===== src/pfs_pkg.sv =====
package pfs_pkg;
   // ------------------------------------------------------------
   // command codes
   // ------------------------------------------------------------
   localparam logic [7:0]  CMD_CLEAR_FAULTS = 8'h03;
   localparam logic [7:0]  CMD_STATUS_BYTE  = 8'h78;
   localparam logic [7:0]  CMD_SUMMARY_WORD = 8'h79;
   localparam logic [7:0]  CMD_VOUT_FLAGS   = 8'h7A;
   localparam logic [7:0]  CMD_IOUT_FLAGS   = 8'h7B;
   localparam logic [7:0]  CMD_VOUT_MASK    = 8'hD0;
   localparam logic [7:0]  CMD_IOUT_MASK    = 8'hD1;
   localparam logic [7:0]  CMD_BYTE_MASK    = 8'hD2;
   localparam logic [7:0]  CMD_OV_SRC_MASK  = 8'hD3;

   // ------------------------------------------------------------
   // field layouts
   // ------------------------------------------------------------
   localparam logic [7:0]  VOUT_SUPPORTED   = 8'hFC;
   localparam logic [7:0]  IOUT_SUPPORTED   = 8'hB0;
   localparam logic [7:0]  BYTE_BUSY_BIT    = 8'h80;
   localparam logic [2:0]  OV_SRC_ALL       = 3'h7;
   localparam int          BUSY_POS         = 7;
   localparam int          OVF_POS          = 7;
   localparam logic [7:0]  FLAGS_RESET      = 8'h00;
   localparam logic [7:0]  MASK_RESET       = 8'h00;
   localparam logic [15:0] DATA_RESET       = 16'h0000;

   // ------------------------------------------------------------
   // host controller registers (AHB-Lite byte addresses)
   // ------------------------------------------------------------
   localparam logic [7:0]  REG_COMMAND      = 8'h00;
   localparam logic [7:0]  REG_WDATA        = 8'h04;
   localparam logic [7:0]  REG_RDATA        = 8'h08;
   localparam logic [7:0]  REG_STATUS       = 8'h0C;
   localparam int          CMD_WRITE_POS    = 8;
   localparam int          CMD_WORD_POS     = 9;
   localparam int          ST_BUSY_POS      = 0;
   localparam int          ST_DONE_POS      = 1;
   localparam int          ST_NACK_POS      = 2;
   localparam logic [1:0]  HTRANS_NONSEQ    = 2'h2;
   localparam logic [1:0]  HTRANS_SEQ       = 2'h3;

   // latched flag update, a new event wins over a clear
   function automatic logic [7:0] pfs_latch(input logic [7:0] old,
                                            input logic [7:0] set,
                                            input logic [7:0] clr);
      pfs_latch = (old & ~clr) | set;
   endfunction
endpackage


===== src/pfs_link_if.sv =====
interface pfs_link_if;
   logic        req_valid;
   logic        req_ready;
   logic [7:0]  req_cmd;
   logic        req_write;
   logic        req_word;
   logic [15:0] req_wdata;
   logic        rsp_valid;
   logic [15:0] rsp_data;
   logic        rsp_nack;

   modport dev (input  req_valid, req_cmd, req_write, req_word, req_wdata,
                output req_ready, rsp_valid, rsp_data, rsp_nack);
   modport host (output req_valid, req_cmd, req_write, req_word, req_wdata,
                 input  req_ready, rsp_valid, rsp_data, rsp_nack);
endinterface


===== src/pfs_device.sv =====
// What this block does
// - answer 79h with sixteen-bit status word
// - word low byte is the status byte
// - bit 15 is OR of voltage flags
// - bit 14 is OR of current flags
// - bit 13 shows input fault summary
// - bit 12 shows maker fault summary
// - bit 11 is live power good copy
// - bit 9 shows other fault summary
// - bits 10 and 8 read zero
// - word write 0080h clears busy flag
// - word write 0180h clears busy only; unknown flag has no storage
// - each alerting bit has own mask bit
// - voltage byte at 7Ah, write-one or clear-all
// - bit 7 overvoltage, per-source secondary masks
// - bit 6 latches overvoltage warning
// - bit 5 latches undervoltage warning
// - bit 4 latches undervoltage fault
// - bit 3 limit violation, bit 2 startup timeout
// - voltage bits 1:0 read zero
// - current byte at 7Bh, write-one or clear-all
// - current bits 7,5,4 latch; others zero
// - low byte bit 7 is busy flag
module pfs_device (
   input  wire logic  i_ref_clk,
   input  wire logic  i_rstn,
   pfs_link_if.dev    lnk,
   input  wire logic  i_ov_fixed,
   input  wire logic  i_ov_tracking,
   input  wire logic  i_ov_prebias,
   input  wire logic  i_out_overvoltage_warning,
   input  wire logic  i_out_undervoltage_warning,
   input  wire logic  i_out_undervoltage_fault,
   input  wire logic  i_setpoint_limit_violation,
   input  wire logic  i_startup_timeout_flag,
   input  wire logic  i_overcurrent_fault,
   input  wire logic  i_overcurrent_warning,
   input  wire logic  i_undercurrent_fault,
   input  wire logic  i_busy_event,
   input  wire logic  i_power_good_flag,
   input  wire logic  i_not_converting,
   input  wire logic  i_input_fault_summary,
   input  wire logic  i_input_uv_summary,
   input  wire logic  i_temp_summary,
   input  wire logic  i_comm_summary,
   input  wire logic  i_maker_defined_fault_summary,
   input  wire logic  i_other_fault_summary,
   output logic       o_alert
);
   // ------------------------------------------------------------
   // state
   // ------------------------------------------------------------
   logic [7:0]  vout_flags;
   logic [7:0]  iout_flags;
   logic [2:0]  ov_sources;
   logic        busy;
   logic [7:0]  vout_mask;
   logic [7:0]  iout_mask;
   logic [7:0]  byte_mask;
   logic [2:0]  alert_mask_secondary;

   // ------------------------------------------------------------
   // request decode
   // ------------------------------------------------------------
   logic        take;
   logic        wr;
   logic        clear_all;
   logic        legal;
   logic        is_low_byte_wr;
   logic [7:0]  wbyte;
   logic [7:0]  vout_set;
   logic [7:0]  vout_clr;
   logic [7:0]  iout_set;
   logic [7:0]  iout_clr;
   logic        busy_clr;
   logic [2:0]  ov_src_set;
   logic [7:0]  status_low;
   logic [7:0]  status_high;
   logic [15:0] next_rsp_data;

   assign lnk.req_ready = 1'b1;
   assign take          = lnk.req_valid & lnk.req_ready;
   assign wr            = take & lnk.req_write;
   assign wbyte         = lnk.req_wdata[7:0];
   assign clear_all     = wr & (lnk.req_cmd == pfs_pkg::CMD_CLEAR_FAULTS);

   always_comb begin
      case (lnk.req_cmd)
         pfs_pkg::CMD_CLEAR_FAULTS: legal = lnk.req_write;
         pfs_pkg::CMD_SUMMARY_WORD: legal = lnk.req_word;
         pfs_pkg::CMD_STATUS_BYTE,
         pfs_pkg::CMD_VOUT_FLAGS,
         pfs_pkg::CMD_IOUT_FLAGS,
         pfs_pkg::CMD_VOUT_MASK,
         pfs_pkg::CMD_IOUT_MASK,
         pfs_pkg::CMD_BYTE_MASK,
         pfs_pkg::CMD_OV_SRC_MASK:  legal = ~lnk.req_word;
         default:                   legal = 1'b0;
      endcase
   end

   // both views write the same busy storage
   assign is_low_byte_wr = wr & legal & ((lnk.req_cmd == pfs_pkg::CMD_SUMMARY_WORD)
                         | (lnk.req_cmd == pfs_pkg::CMD_STATUS_BYTE));
   // 0080h and 0180h both carry bit 7; unknown flag has no storage
   assign busy_clr  = clear_all | (is_low_byte_wr & wbyte[pfs_pkg::BUSY_POS]);

   assign ov_src_set = {i_ov_prebias, i_ov_tracking, i_ov_fixed};
   assign vout_set   = {|ov_src_set, i_out_overvoltage_warning,
                        i_out_undervoltage_warning, i_out_undervoltage_fault,
                        i_setpoint_limit_violation, i_startup_timeout_flag,
                        2'b00};
   assign iout_set   = {i_overcurrent_fault, 1'b0, i_overcurrent_warning,
                        i_undercurrent_fault, 4'h0};
   assign vout_clr   = clear_all ? pfs_pkg::VOUT_SUPPORTED :
                       ((wr & legal & (lnk.req_cmd == pfs_pkg::CMD_VOUT_FLAGS))
                       ? (wbyte & pfs_pkg::VOUT_SUPPORTED) : pfs_pkg::FLAGS_RESET);
   assign iout_clr   = clear_all ? pfs_pkg::IOUT_SUPPORTED :
                       ((wr & legal & (lnk.req_cmd == pfs_pkg::CMD_IOUT_FLAGS))
                       ? (wbyte & pfs_pkg::IOUT_SUPPORTED) : pfs_pkg::FLAGS_RESET);

   // ------------------------------------------------------------
   // latched flags
   // ------------------------------------------------------------
   always_ff @(posedge i_ref_clk or negedge i_rstn) begin
      if (!i_rstn) begin
         vout_flags <= pfs_pkg::FLAGS_RESET;
         iout_flags <= pfs_pkg::FLAGS_RESET;
      end else begin
         vout_flags <= pfs_pkg::pfs_latch(vout_flags, vout_set, vout_clr);
         iout_flags <= pfs_pkg::pfs_latch(iout_flags, iout_set, iout_clr);
      end
   end

   // overvoltage source record, cleared with its flag
   always_ff @(posedge i_ref_clk or negedge i_rstn) begin
      if (!i_rstn) begin
         ov_sources <= '0;
      end else if (vout_clr[pfs_pkg::OVF_POS]) begin
         ov_sources <= ov_src_set;
      end else begin
         ov_sources <= ov_sources | ov_src_set;
      end
   end

   always_ff @(posedge i_ref_clk or negedge i_rstn) begin
      if (!i_rstn) begin
         busy <= 1'b0;
      end else begin
         busy <= i_busy_event | (busy & ~busy_clr);
      end
   end

   // ------------------------------------------------------------
   // alert masks
   // ------------------------------------------------------------
   always_ff @(posedge i_ref_clk or negedge i_rstn) begin
      if (!i_rstn) begin
         vout_mask            <= pfs_pkg::MASK_RESET;
         iout_mask            <= pfs_pkg::MASK_RESET;
         byte_mask            <= pfs_pkg::MASK_RESET;
         alert_mask_secondary <= '0;
      end else if (wr & legal) begin
         case (lnk.req_cmd)
            pfs_pkg::CMD_VOUT_MASK:   vout_mask <= wbyte & pfs_pkg::VOUT_SUPPORTED;
            pfs_pkg::CMD_IOUT_MASK:   iout_mask <= wbyte & pfs_pkg::IOUT_SUPPORTED;
            pfs_pkg::CMD_BYTE_MASK:   byte_mask <= wbyte & pfs_pkg::BYTE_BUSY_BIT;
            pfs_pkg::CMD_OV_SRC_MASK: alert_mask_secondary <= wbyte[2:0];
            default:                  ;
         endcase
      end
   end

   always_ff @(posedge i_ref_clk or negedge i_rstn) begin
      if (!i_rstn) begin
         o_alert <= 1'b0;
      end else begin
         o_alert <= (|(vout_flags & ~vout_mask & ~pfs_pkg::BYTE_BUSY_BIT))
                  | (vout_flags[pfs_pkg::OVF_POS] & ~vout_mask[pfs_pkg::OVF_POS]
                     & |(ov_sources & ~alert_mask_secondary))
                  | (|(iout_flags & ~iout_mask))
                  | (busy & ~byte_mask[pfs_pkg::BUSY_POS]);
      end
   end

   // ------------------------------------------------------------
   // read views and answer
   // ------------------------------------------------------------
   assign status_low  = {busy, i_not_converting, vout_flags[pfs_pkg::OVF_POS],
                         iout_flags[pfs_pkg::OVF_POS], i_input_uv_summary,
                         i_temp_summary, i_comm_summary, i_other_fault_summary};
   assign status_high = {|vout_flags, |iout_flags,
                         i_input_fault_summary, i_maker_defined_fault_summary,
                         i_power_good_flag, 1'b0,
                         i_other_fault_summary, 1'b0};

   always_comb begin
      case (lnk.req_cmd)
         pfs_pkg::CMD_SUMMARY_WORD: next_rsp_data = {status_high, status_low};
         pfs_pkg::CMD_STATUS_BYTE:  next_rsp_data = {8'h00, status_low};
         pfs_pkg::CMD_VOUT_FLAGS:   next_rsp_data = {8'h00, vout_flags};
         pfs_pkg::CMD_IOUT_FLAGS:   next_rsp_data = {8'h00, iout_flags};
         pfs_pkg::CMD_VOUT_MASK:    next_rsp_data = {8'h00, vout_mask};
         pfs_pkg::CMD_IOUT_MASK:    next_rsp_data = {8'h00, iout_mask};
         pfs_pkg::CMD_BYTE_MASK:    next_rsp_data = {8'h00, byte_mask};
         pfs_pkg::CMD_OV_SRC_MASK:  next_rsp_data = {13'h0000, alert_mask_secondary};
         default:                   next_rsp_data = pfs_pkg::DATA_RESET;
      endcase
   end

   always_ff @(posedge i_ref_clk or negedge i_rstn) begin
      if (!i_rstn) begin
         lnk.rsp_valid <= 1'b0;
         lnk.rsp_data  <= pfs_pkg::DATA_RESET;
         lnk.rsp_nack  <= 1'b0;
      end else begin
         lnk.rsp_valid <= take;
         if (take) begin
            lnk.rsp_data <= (legal & ~lnk.req_write) ? next_rsp_data : pfs_pkg::DATA_RESET;
            lnk.rsp_nack <= ~legal;
         end
      end
   end
endmodule


===== src/flat_wrapper.sv =====
// flat-port wrapper written by rule: the top's interface ports become plain ports
module pfs_device_flat 
  (i_ref_clk, i_rstn, i_ov_fixed, i_ov_tracking, i_ov_prebias, i_out_overvoltage_warning, i_out_undervoltage_warning, i_out_undervoltage_fault, i_setpoint_limit_violation, i_startup_timeout_flag, i_overcurrent_fault, i_overcurrent_warning, i_undercurrent_fault, i_busy_event, i_power_good_flag, i_not_converting, i_input_fault_summary, i_input_uv_summary, i_temp_summary, i_comm_summary, i_maker_defined_fault_summary, i_other_fault_summary, o_alert, lnk_req_valid, lnk_req_cmd, lnk_req_write, lnk_req_word, lnk_req_wdata, lnk_req_ready, lnk_rsp_valid, lnk_rsp_data, lnk_rsp_nack);
  pfs_link_if lnk_i ();
  input  wire logic i_ref_clk;
  input  wire logic i_rstn;
  input  wire logic i_ov_fixed;
  input  wire logic i_ov_tracking;
  input  wire logic i_ov_prebias;
  input  wire logic i_out_overvoltage_warning;
  input  wire logic i_out_undervoltage_warning;
  input  wire logic i_out_undervoltage_fault;
  input  wire logic i_setpoint_limit_violation;
  input  wire logic i_startup_timeout_flag;
  input  wire logic i_overcurrent_fault;
  input  wire logic i_overcurrent_warning;
  input  wire logic i_undercurrent_fault;
  input  wire logic i_busy_event;
  input  wire logic i_power_good_flag;
  input  wire logic i_not_converting;
  input  wire logic i_input_fault_summary;
  input  wire logic i_input_uv_summary;
  input  wire logic i_temp_summary;
  input  wire logic i_comm_summary;
  input  wire logic i_maker_defined_fault_summary;
  input  wire logic i_other_fault_summary;
  output logic o_alert;
  input wire logic [$bits(lnk_i.req_valid)-1:0] lnk_req_valid;
  input wire logic [$bits(lnk_i.req_cmd)-1:0] lnk_req_cmd;
  input wire logic [$bits(lnk_i.req_write)-1:0] lnk_req_write;
  input wire logic [$bits(lnk_i.req_word)-1:0] lnk_req_word;
  input wire logic [$bits(lnk_i.req_wdata)-1:0] lnk_req_wdata;
  output wire logic [$bits(lnk_i.req_ready)-1:0] lnk_req_ready;
  output wire logic [$bits(lnk_i.rsp_valid)-1:0] lnk_rsp_valid;
  output wire logic [$bits(lnk_i.rsp_data)-1:0] lnk_rsp_data;
  output wire logic [$bits(lnk_i.rsp_nack)-1:0] lnk_rsp_nack;
  assign lnk_i.req_valid = lnk_req_valid;
  assign lnk_i.req_cmd = lnk_req_cmd;
  assign lnk_i.req_write = lnk_req_write;
  assign lnk_i.req_word = lnk_req_word;
  assign lnk_i.req_wdata = lnk_req_wdata;
  assign lnk_req_ready = lnk_i.req_ready;
  assign lnk_rsp_valid = lnk_i.rsp_valid;
  assign lnk_rsp_data = lnk_i.rsp_data;
  assign lnk_rsp_nack = lnk_i.rsp_nack;
  pfs_device u_core (.i_ref_clk(i_ref_clk), .i_rstn(i_rstn), .lnk(lnk_i), .i_ov_fixed(i_ov_fixed), .i_ov_tracking(i_ov_tracking), .i_ov_prebias(i_ov_prebias), .i_out_overvoltage_warning(i_out_overvoltage_warning), .i_out_undervoltage_warning(i_out_undervoltage_warning), .i_out_undervoltage_fault(i_out_undervoltage_fault), .i_setpoint_limit_violation(i_setpoint_limit_violation), .i_startup_timeout_flag(i_startup_timeout_flag), .i_overcurrent_fault(i_overcurrent_fault), .i_overcurrent_warning(i_overcurrent_warning), .i_undercurrent_fault(i_undercurrent_fault), .i_busy_event(i_busy_event), .i_power_good_flag(i_power_good_flag), .i_not_converting(i_not_converting), .i_input_fault_summary(i_input_fault_summary), .i_input_uv_summary(i_input_uv_summary), .i_temp_summary(i_temp_summary), .i_comm_summary(i_comm_summary), .i_maker_defined_fault_summary(i_maker_defined_fault_summary), .i_other_fault_summary(i_other_fault_summary), .o_alert(o_alert));
endmodule

===== config.mk =====
export PLATFORM = sky130hd
export DESIGN_NAME = pfs_device_flat
export DESIGN_NICKNAME = d
export VERILOG_FILES = /design/src/pfs_pkg.sv /design/src/pfs_link_if.sv /design/src/pfs_device.sv /design/src/flat_wrapper.sv
export SDC_FILE = /design/constraint.sdc
export NUM_CORES = 1
export LEC_CHECK = 0
export ABC_CLOCK_PERIOD_IN_PS = 1660
export BUFFER_PORTS_ARGS = -buffer_cell sky130_fd_sc_hd__buf_2
export CORE_MARGIN = 2
export CORE_UTILIZATION = 50
export DETAILED_ROUTE_END_ITERATION = 8
export PLACE_DENSITY = 0.79
export SYNTH_ARGS = -nofsm -noshare
export SYNTH_HDL_FRONTEND = slang
export SYNTH_SLANG_ARGS = --single-unit

===== constraint.sdc =====
create_clock -name i_ref_clk -period 1.66 [get_ports i_ref_clk]
set_input_delay 0.332 -clock i_ref_clk [delete_from_list [all_inputs] [get_ports i_ref_clk]]
set_output_delay 0.332 -clock i_ref_clk [all_outputs]
set_load 0.1 [all_outputs]

==> results of run 1 <==
-- synthesized netlist by cell type, drive strengths merged (2+ instances only) --
cell | n | area, um2
dfrtp | 43 | 1080
inv | 29 | 109
o22ai | 16 | 100
nand2 | 14 | 52.6
nor2 | 14 | 55.1
mux2 | 12 | 135
a22oi | 9 | 67.6
a31o | 9 | 78.8
buf | 8 | 52.6
nand4 | 7 | 43.8
nand3 | 6 | 30.0
a21oi | 5 | 25.0
and3 | 4 | 25.0
clkbuf | 4 | 15.0
o21ai | 4 | 20.0
a21o | 3 | 22.5
a221oi | 3 | 26.3
nand2b | 3 | 18.8
o31ai | 3 | 22.5
a222oi | 2 | 20.0
and3b | 2 | 17.5
conb | 2 | 7.51
nor2b | 2 | 12.5
nor3 | 2 | 10.0
nor3b | 2 | 15.0
or4 | 2 | 18.8
-- critical path: stages --
cell	delay (ns)
buf_6	0.09
or4_4	0.54
nor4_4	0.18
nand4b_1	0.26
and3_4	0.31
mux2_4	0.31
-- path summary, 6_finish.rpt --
kind,endpoint,cells past startpoint,slack [ns]
max,u_core.vout_mask[5]$_DFFE_PN0P_,6,-0.18
min,u_core.vout_flags[4]$_DFF_PN0_,2,0.21
max reg2reg,u_core.lnk.rsp_data[15]$_DFFE_PN0P_,3,0.26
min reg2reg,u_core.ov_sources[0]$_DFF_PN0_,1,0.48
max in group asynchronous,u_core.busy$_DFF_PN0_,3,0.93
min in group asynchronous,u_core.lnk.rsp_data[2]$_DFFE_PN0P_,3,0.53
-- layout make-up --
cell class | instances | area [um2] | share of cell area, %
Sequential cell | 43 | 1080 | 34.8
Timing Repair Buffer | 104 | 674 | 21.8
Multi-Input combinational cell | 137 | 1080 | 35.1
Clock buffer | 6 | 72.6 | 2.35
Clock inverter | 2 | 12.5 | 0.405
Inverter | 29 | 109 | 3.52
Tap cell | 50 | 62.6 | 2.02
-- through the flow --
step / area, um2 / cells / hold slack, ns / worst slack [ns] / total power (W)
3_5_place_dp: 2790 / 357 / 0.324 / -0.596 / 0.00131
6_report: 3090 / 371 / 0.215 / -0.180 / 0.00198
5_1_grt: 3090 / 371 / 0.209 / -0.222 / 0.00205
2_1_floorplan: 2200 / 221 / 0.0364 / -0.336 / 0.00118
3_3_place_gp: 2790 / 357 / 0.324 / -0.538 / 0.00131
4_1_cts: 3000 / 368 / 0.212 / -0.107 / 0.00197
-- cell usage in the layout (no fill, tap or decap), types with 4 or more instances in the layout --
cell type  synthesis  final
dfrtp_1           43     43
buf_4              5     41
o21ai_0            4      4
nor2_1            13     13
clkbuf_8           0      5
o22ai_2            0      8
buf_6              0      5
o22ai_1           16      8
nand4_1            7      7
a31o_2             9      9
a22oi_1            9      9
nand2_1           14     12
buf_2              3     56
inv_1             29     29
mux2_4             0      9
-- what timing repair did --
item | in CTS | in global routing
resized for setup | 24 | 13
setup endpoints to repair | 33 | 38
hold buffers | 1 | 0
buffers inserted | 2 | 4
pin swaps | 5 | 12
endpoints found under the hold margin | 5 | 0
gates cloned | 0 | 1
-- registers in the layout, summed over array words and instances (netlist names) --
register	count
u_core.byte_mask	1
u_core.alert_mask_secondary	3
u_core.lnk.rsp_valid	1
u_core.lnk.rsp_data	14
u_core.iout_mask	3
u_core.iout_flags	3
u_core.ov_sources	3
u_core.vout_flags	6
u_core.busy	1
u_core.lnk.rsp_nack	1
u_core.o_alert	1
u_core.vout_mask	6
-- cell families after synthesis --
kind of cell / Yosys count
buf+inv: 41
other cells: 2
flops: 43
compound gates: 58
mux: 13
simple gates: 63
-- power breakdown --
| group | leakage, nW | internal, W | switching (W) |
|---|---|---|---|
| clock | 0.0412 | 0.000294 | 0.000368 |
| combinational | 0.861 | 0.000106 | 0.000158 |
| sequential | 0.510 | 0.00105 | 0.00000248 |
| total | 1.41 | 0.00145 | 0.000528 |
-- metal layers --
metal / GRT usage, % / up-vias / wire, um
met5: 0 / - / 0
met4: 9.19 / 0 / 80
met3: 6.20 / 7 / 470
met2: 41.4 / 95 / 3000
met1: 35.9 / 1037 / 2750
li1: - / 990 / -
==> impl_metrics.tcl, run 1 <==
set metrics [dict create \
    worst_slack_ns -0.180 \
    status "finished with violations" \
    core-area_mm2 0.00409 \
    avgSynthCellArea_um2 9.89 \
    rsz0062_at_grt "yes" \
    syn_inst 220 \
    synth_fa_ha_area_share_pct 0 \
    firstDrtPassIters 4 \
    grt_pass1_vias 2018 \
    clk_pin_slew_worst_paths_ns 0.08 \
    globalRouteOverflowTotal 0 \
    slew_viol_final 0 \
    hold_violations 0 \
    utilization_pct 75.6 \
    timing.fmax_ghz 0.543 \
    die_width_um 70.0 \
    ys_ff_latch 43 \
    grt_pass1_wl_um 10100 \
    leakage_nw 1.41 \
    synth.area.mux_share_pct 6.67 \
    synth_area_mm2 0.00218 \
    syn2layout_area_growth_pct 42.0 \
    clkSinkCount 43 \
    routed-via-count 2129 \
    synth_top_family_by_area "compound AO/OA/AOI/OAI gates" \
    fillCellCount 298 \
    hpwl_um 4450 \
    cts_max_level 2 \
    pin_count 69 \
    synth.distinct_cells 40 \
    ir_drop_uv 511 \
    viasPerCell 5.74 \
    yosysSeqAreaShare_pct 49.5 \
    cts_made_buffers 5 \
    antenna_found_initial 0 \
    cts-root-buf "clkbuf_8" \
    io_buffers 57 \
    timing.final.crit_share_pct 111 \
    grt_start_max_net_pins 44 \
    yosys_warnings 0 \
    setup_viol 33 \
    hold_path_class "in2reg" \
    clk_path_buf_depth 2 \
    synth_simple_gate_area_share_pct 16.2 \
    nets 369 \
    power.density_mw_per_mm2 640 \
    async_flop_share_pct 100 \
    reg2reg_from "u_core.vout_flags[6]$_DFF_PN0_" \
    critPathKind "in2reg" \
    dr.first_iter.drc_count 135 \
    synth_flop_cell "dfrtp_1" \
    diodes 0 \
    cts_tree "built" \
    synth_edf_count 0 \
    die-area_mm2 0.00490 \
    final_layout_size_suffix_gt1_share_pct 47.7 \
    fin_worst_skew_ns 0.00472 \
    period_minus_slack_ns 1.84 \
    cp-startpoint "lnk_req_cmd[3]" \
    worstPathArrival_ns 2.03 \
    grt_usage_pct 26.4 \
    worst_setup_path_start_kind "input port" \
    clk_latency_ns 0.30 \
    std_cell_rows 23 \
    gp_congestion 0.999 \
    initial_core_util_pct 53.2 \
    synth_compound_area_share_pct 19.3 \
    antenna_left 0 \
    post_drt_wl_per_cell_um 17.0 \
    violations "setup timing" \
    cp.required_ns 1.85 \
    crit_path_max_fanout 6 \
    tns_ns -3.58 \
    cap_violations 0 \
    hp-start "i_out_undervoltage_fault" \
    cp-end-kind "flip-flop" \
    routed_wl_um 6300 \
    yosys.area_share.xor_xnor_pct 0 \
    drc 0 \
    die_h_um 70.0 \
]
Power figures use the tool's default switching activity.
==> inputs of run 2 (changes only) <==
- CTS_BUF_LIST: unset -> sky130_fd_sc_hd__clkbuf_4 sky130_fd_sc_hd__clkbuf_8
==> run 2 against run 1 <==
  * The run still ends with setup timing left
  * Maximum frequency is essentially flat
  * Non-clock buffer count is the same
  * Worst hold slack is essentially flat
  * Critical path type unchanged
  * Largest cell class unchanged
==> impl_metrics.tcl, run 2 (same netlist as run 1, synthesis figures left out) <==
set metrics [dict create \
    status "finished with violations" \
    violations "setup timing" \
    worstPathArrival_ns 2.03 \
    hold_violations 0 \
    std_cell_rows 23 \
    worst_setup_path_start_kind "input port" \
    io_buffers 57 \
    reg2reg_from "u_core.vout_flags[6]$_DFF_PN0_" \
    worst_slack_ns -0.180 \
    timing.fmax_ghz 0.543 \
    grt_usage_pct 26.4 \
    viasPerCell 5.73 \
    cap_violations 0 \
    routed-via-count 2126 \
    setup_viol 33 \
    p_seq_share_pct 52.7 \
    dr.first_iter.drc_count 137 \
    total_power_w 0.00200 \
    initial_core_util_pct 53.2 \
    globalRouteOverflowTotal 0 \
    timing.final.crit_share_pct 111 \
    hold_path_depth 2 \
    p_clk_share_pct 34.1 \
    crit_path_max_fanout 6 \
    wl_met1_um 2750 \
    antenna_left 0 \
    period_minus_slack_ns 1.84 \
    firstDrtPassIters 4 \
    cts_made_buffers 5 \
    die_h_um 70.0 \
    reg_top3 "u_core.lnk.rsp_data x14, u_core.vout_flags x6, u_core.vout_mask x6" \
    grt_pass1_vias 2018 \
    clkSinkCount 43 \
    cts_tree "built" \
    rsz0062_at_grt "yes" \
    fillCellCount 296 \
    cts-root-buf "clkbuf_8" \
    drc 0 \
    cp-end-kind "flip-flop" \
    routed_wl_um 6290 \
    tns_ns -3.57 \
    hpwl_um 4450 \
    largest_register_ffs 14 \
    syn2layout_area_growth_pct 42.2 \
    diodes 0 \
    die_width_um 70.0 \
    fin_worst_skew_ns 0.00381 \
    post_drt_wl_per_cell_um 17.0 \
    power_frac_comb_pct 13.2 \
    slew_viol_final 0 \
    power.density_mw_per_mm2 645 \
    die-area_mm2 0.00490 \
    cts_max_level 2 \
    crit_buf_inv 1 \
    crit_slowest_cell "or4_4" \
    path_cells "buf_6 -> or4_4 -> nor4_4 -> nand4b_1 -> and3_4 -> mux2_4" \
    final_common_cell "buf_2" \
    p_sw_w 0.000530 \
    leakage_nw 1.42 \
    p_int_w 0.00147 \
    ir_drop_uv 511 \
    max_stage_delay_ns 0.54 \
    highest_layer "met4" \
    gp_congestion 0.999 \
    clk_latency_ns 0.30 \
    cp.required_ns 1.85 \
    r2r_cells 3 \
    clk_pin_slew_worst_paths_ns 0.08 \
    holdWs_ns 0.215 \
    pin_count 69 \
    route.met2.wl_um 3000 \
    met3WireLength_um 456 \
    multi_input_area_mm2 0.00108 \
    hp-start "i_out_undervoltage_fault" \
    critPathKind "in2reg" \
    clk_path_buf_depth 2 \
    cp-startpoint "lnk_req_cmd[3]" \
    top_register "u_core.lnk.rsp_data" \
    grt_start_max_net_pins 44 \
    path_depth 6 \
    regArea_mm2 0.00108 \
    grt_pass1_wl_um 10100 \
    critPathTopFamily "simple AND/OR/NAND/NOR gates" \
    final_layout_size_suffix_gt1_share_pct 48.0 \
    layout_common_cells "buf_2 (56), dfrtp_1 (43), buf_4 (41)" \
    antenna_found_initial 0 \
    core-area_mm2 0.00409 \
    switching_share_pct 26.5 \
    hold_path_class "in2reg" \
    nets 369 \
]
run 2: cell counts in the layout (fill, tap and decap cells not counted):
Identical to the previous run, type by type.
run 2: metrics by stage:
stage	worst slack (ns)	instance area [um2]	cells	util, %
detailed placement	-0.596	2790	357	68.2
global route	-0.222	3090	371	75.7
global placement	-0.538	2790	357	68.2
floorplan	-0.336	2200	221	-
CTS	-0.107	3010	368	73.6
finish	-0.180	3090	371	75.7
run 2: final timing paths:
kind / endpoint / slack [ns]
max: u_core.vout_mask[5]$_DFFE_PN0P_ / -0.18
min: u_core.vout_flags[4]$_DFF_PN0_ / 0.22
max reg2reg: u_core.lnk.rsp_data[15]$_DFFE_PN0P_ / 0.26
min reg2reg: u_core.ov_sources[0]$_DFF_PN0_ / 0.48
max in group asynchronous: u_core.busy$_DFF_PN0_ / 0.93
min in group asynchronous: u_core.lnk.rsp_data[2]$_DFFE_PN0P_ / 0.53
run 2: timing repair:
action / in CTS / in global routing
setup buffers: 2 / 4
hold buffers: 1 / 0
setup endpoints to repair: 33 / 38
endpoints found under the hold margin: 5 / 0
resized for setup: 24 / 13
gates cloned: 0 / 1
pin swaps: 5 / 12
run 2: area by class of cell:
class,instances,area share [%]
Multi-Input combinational cell,137,35.0
Sequential cell,43,34.8
Timing Repair Buffer,104,21.8
Clock buffer,6,2.47
Clock inverter,2,0.404
Tap cell,50,2.02
Inverter,29,3.52
run 2: power by group through the flow:
stage | clock [W] | sequential [W] | combinational [W]
6_report | 0.000680 | 0.00105 | 0.000264
5_1_grt | 0.000729 | 0.00105 | 0.000284
4_1_cts | 0.000686 | 0.00105 | 0.000249
3_5_place_dp | 0 | 0.00107 | 0.000240
3_3_place_gp | 0 | 0.00107 | 0.000237
2_1_floorplan | 0 | 0.00109 | 0.0000899
run 2: layer usage:
metal / up-vias / track usage [%]
met4: 0 / 9.19
li1: 990 / -
met3: 7 / 6.20
met5: - / 0
met1: 1036 / 35.9
met2: 93 / 41.4
==> inputs of run 3 (changes only) <==
- CELL_PAD_IN_SITES_DETAIL_PLACEMENT: unset -> 1
- CELL_PAD_IN_SITES_GLOBAL_PLACEMENT: unset -> 1
- CORE_UTILIZATION: 50 -> 39
- PLACE_DENSITY: 0.79 -> unset
- PLACE_DENSITY_LB_ADDON: unset -> 0.1
==> run 3 against run 2 <==
  * Worst hold slack lost 0.0023 ns
  * Largest power group unchanged
  * Via count fell by 0.33%
  * First-iteration DRC count is 57% lower
  * Sequential share of layout area decreased by 0.13 points
  * The run still ends with setup timing left
  * Wire length rose by 14%
==> impl_metrics.tcl, run 3 (same netlist as run 1, synthesis figures left out) <==
set metrics [dict create \
    status "finished with violations" \
    violations "setup timing" \
    top_register "u_core.lnk.rsp_data" \
    routed-via-count 2119 \
    std_cell_rows 27 \
    cts_tree "built" \
    pre_cts_ws_ns -0.660 \
    hpwl_um 5470 \
    instances_no_fill 396 \
    worstPathArrival_ns 2.08 \
    cp.required_ns 1.85 \
    die-area_mm2 0.00619 \
    critPathKind "in2reg" \
    layout_common_cells "buf_2 (55), buf_4 (47), dfrtp_1 (43)" \
    crit_path_max_fanout 6 \
    path_cells "buf_6 -> or4_4 -> nor4_4 -> nand4b_1 -> and3_4 -> mux2_1" \
    critPathTopFamily "simple AND/OR/NAND/NOR gates" \
    grt_start_max_net_pins 26 \
    antenna_found_initial 0 \
    setup_viol 32 \
    multi_input_area_mm2 0.00102 \
    antenna_left 0 \
    largest_register_ffs 14 \
    hold_violations 0 \
    power.density_mw_per_mm2 701 \
    post_drt_wl_per_cell_um 18.2 \
    die_h_um 78.7 \
    final_layout_size_suffix_gt1_share_pct 46.6 \
    drc 0 \
    timing.fmax_ghz 0.531 \
    reg_top3 "u_core.lnk.rsp_data x14, u_core.vout_flags x6, u_core.vout_mask x6" \
    dr.first_iter.drc_count 59 \
    die_width_um 78.7 \
    clk_pin_slew_worst_paths_ns 0.09 \
    final_common_cell "buf_2" \
    syn2layout_area_growth_pct 42.7 \
    clkSinkCount 43 \
    cts_max_level 2 \
    clk_path_buf_depth 2 \
    worst_slack_ns -0.224 \
    slew_viol_final 0 \
    dpl_cell_area_mm2 0.00286 \
    max_stage_delay_ns 0.54 \
    nets 372 \
    grt_pass1_vias 2223 \
    firstDrtPassIters 4 \
    pin_count 69 \
    hold_path_class "in2reg" \
    initial_core_util_pct 40.0 \
    dp_cells 385 \
    leakage_nw 1.44 \
    diodes 0 \
    cap_violations 0 \
    cp-end-kind "flip-flop" \
    clk_latency_ns 0.30 \
    io_buffers 57 \
    routed_wl_um 7200 \
    timing.final.crit_share_pct 113 \
    globalRouteOverflowTotal 0 \
    worst_setup_path_start_kind "input port" \
    gp_congestion 0.890 \
    rsz0062_at_grt "yes" \
    cts_made_buffers 5 \
    regArea_mm2 0.00108 \
    period_minus_slack_ns 1.88 \
    design_area_mm2 0.00311 \
    cts-root-buf "clkbuf_8" \
    crit_slowest_cell "or4_4" \
    core-area_mm2 0.00544 \
    fin_worst_skew_ns 0.00935 \
    viasPerCell 5.35 \
    crit_buf_inv 1 \
    reg2reg_slack_ns 0.12 \
    ir_drop_uv 407 \
    grt_pass1_wl_um 11300 \
    grt_usage_pct 24.0 \
    fillCellCount 650 \
]
run 3: final timing paths:
kind | from | end | cells after the start
worst max-delay path | lnk_req_cmd[5] | u_core.vout_mask[7]$_DFFE_PN0P_ | 6
worst min-delay path | i_out_undervoltage_warning | u_core.vout_flags[5]$_DFF_PN0_ | 2
worst max register to register | u_core.vout_flags[7]$_DFF_PN0_ | u_core.lnk.rsp_data[15]$_DFFE_PN0P_ | 3
worst min register to register | u_core.ov_sources[1]$_DFF_PN0_ | u_core.ov_sources[1]$_DFF_PN0_ | 1
max in group asynchronous | i_rstn | u_core.o_alert$_DFF_PN0_ | 3
min in group asynchronous | i_rstn | u_core.lnk.rsp_valid$_DFF_PN0_ | 2
run 3: report_power, final:
part	internal (W)	switching [W]
logic	0.000105	0.000159
clock network	0.000487	0.000372
registers	0.00105	0.00000226
run 3: cell type report:
class | count | share of cell area [%]
flip-flops and latches | 43 | 34.6
multi-input cells | 137 | 32.9
repair buffers | 107 | 22.3
inverters | 29 | 3.51
well taps | 72 | 2.90
clock buffers | 6 | 2.66
clock inverters | 2 | 1.13
run 3: layer usage:
layer	wire length (um)	global-route usage, %	up-vias	part of all wire [%]
li1	-	-	994	-
met1	3170	30.3	1064	44
met2	3600	41.6	50	50
met3	297	4.77	11	4.1
met4	124	7.19	0	1.7
met5	0	0	-	0
run 3: what timing repair did:
item,in CTS,in global routing
hold endpoints to repair,18,0
setup buffers,2,1
setup endpoints to repair,33,34
pin swaps,2,3
resized for setup,14,8
hold buffers,1,0
run 3: worst register-to-register path, stage by stage (launching register included):
cell	delay [ns]
dfrtp_1	0.41
or4_1	0.54
o31ai_1	0.34
o22ai_2	0.13
run 3: stage by stage:
stage               hold WS [ns]  total power [W]  setup TNS, ns  util [%]
detailed placement         0.307          0.00132         -18.16      52.6
finish                     0.213          0.00218          -5.33      57.1
floorplan                 0.0364          0.00118          -6.20         -
CTS                        0.210          0.00219          -4.77      56.3
global placement           0.307          0.00132         -16.82      52.6
global route               0.215          0.00225          -7.82      57.1
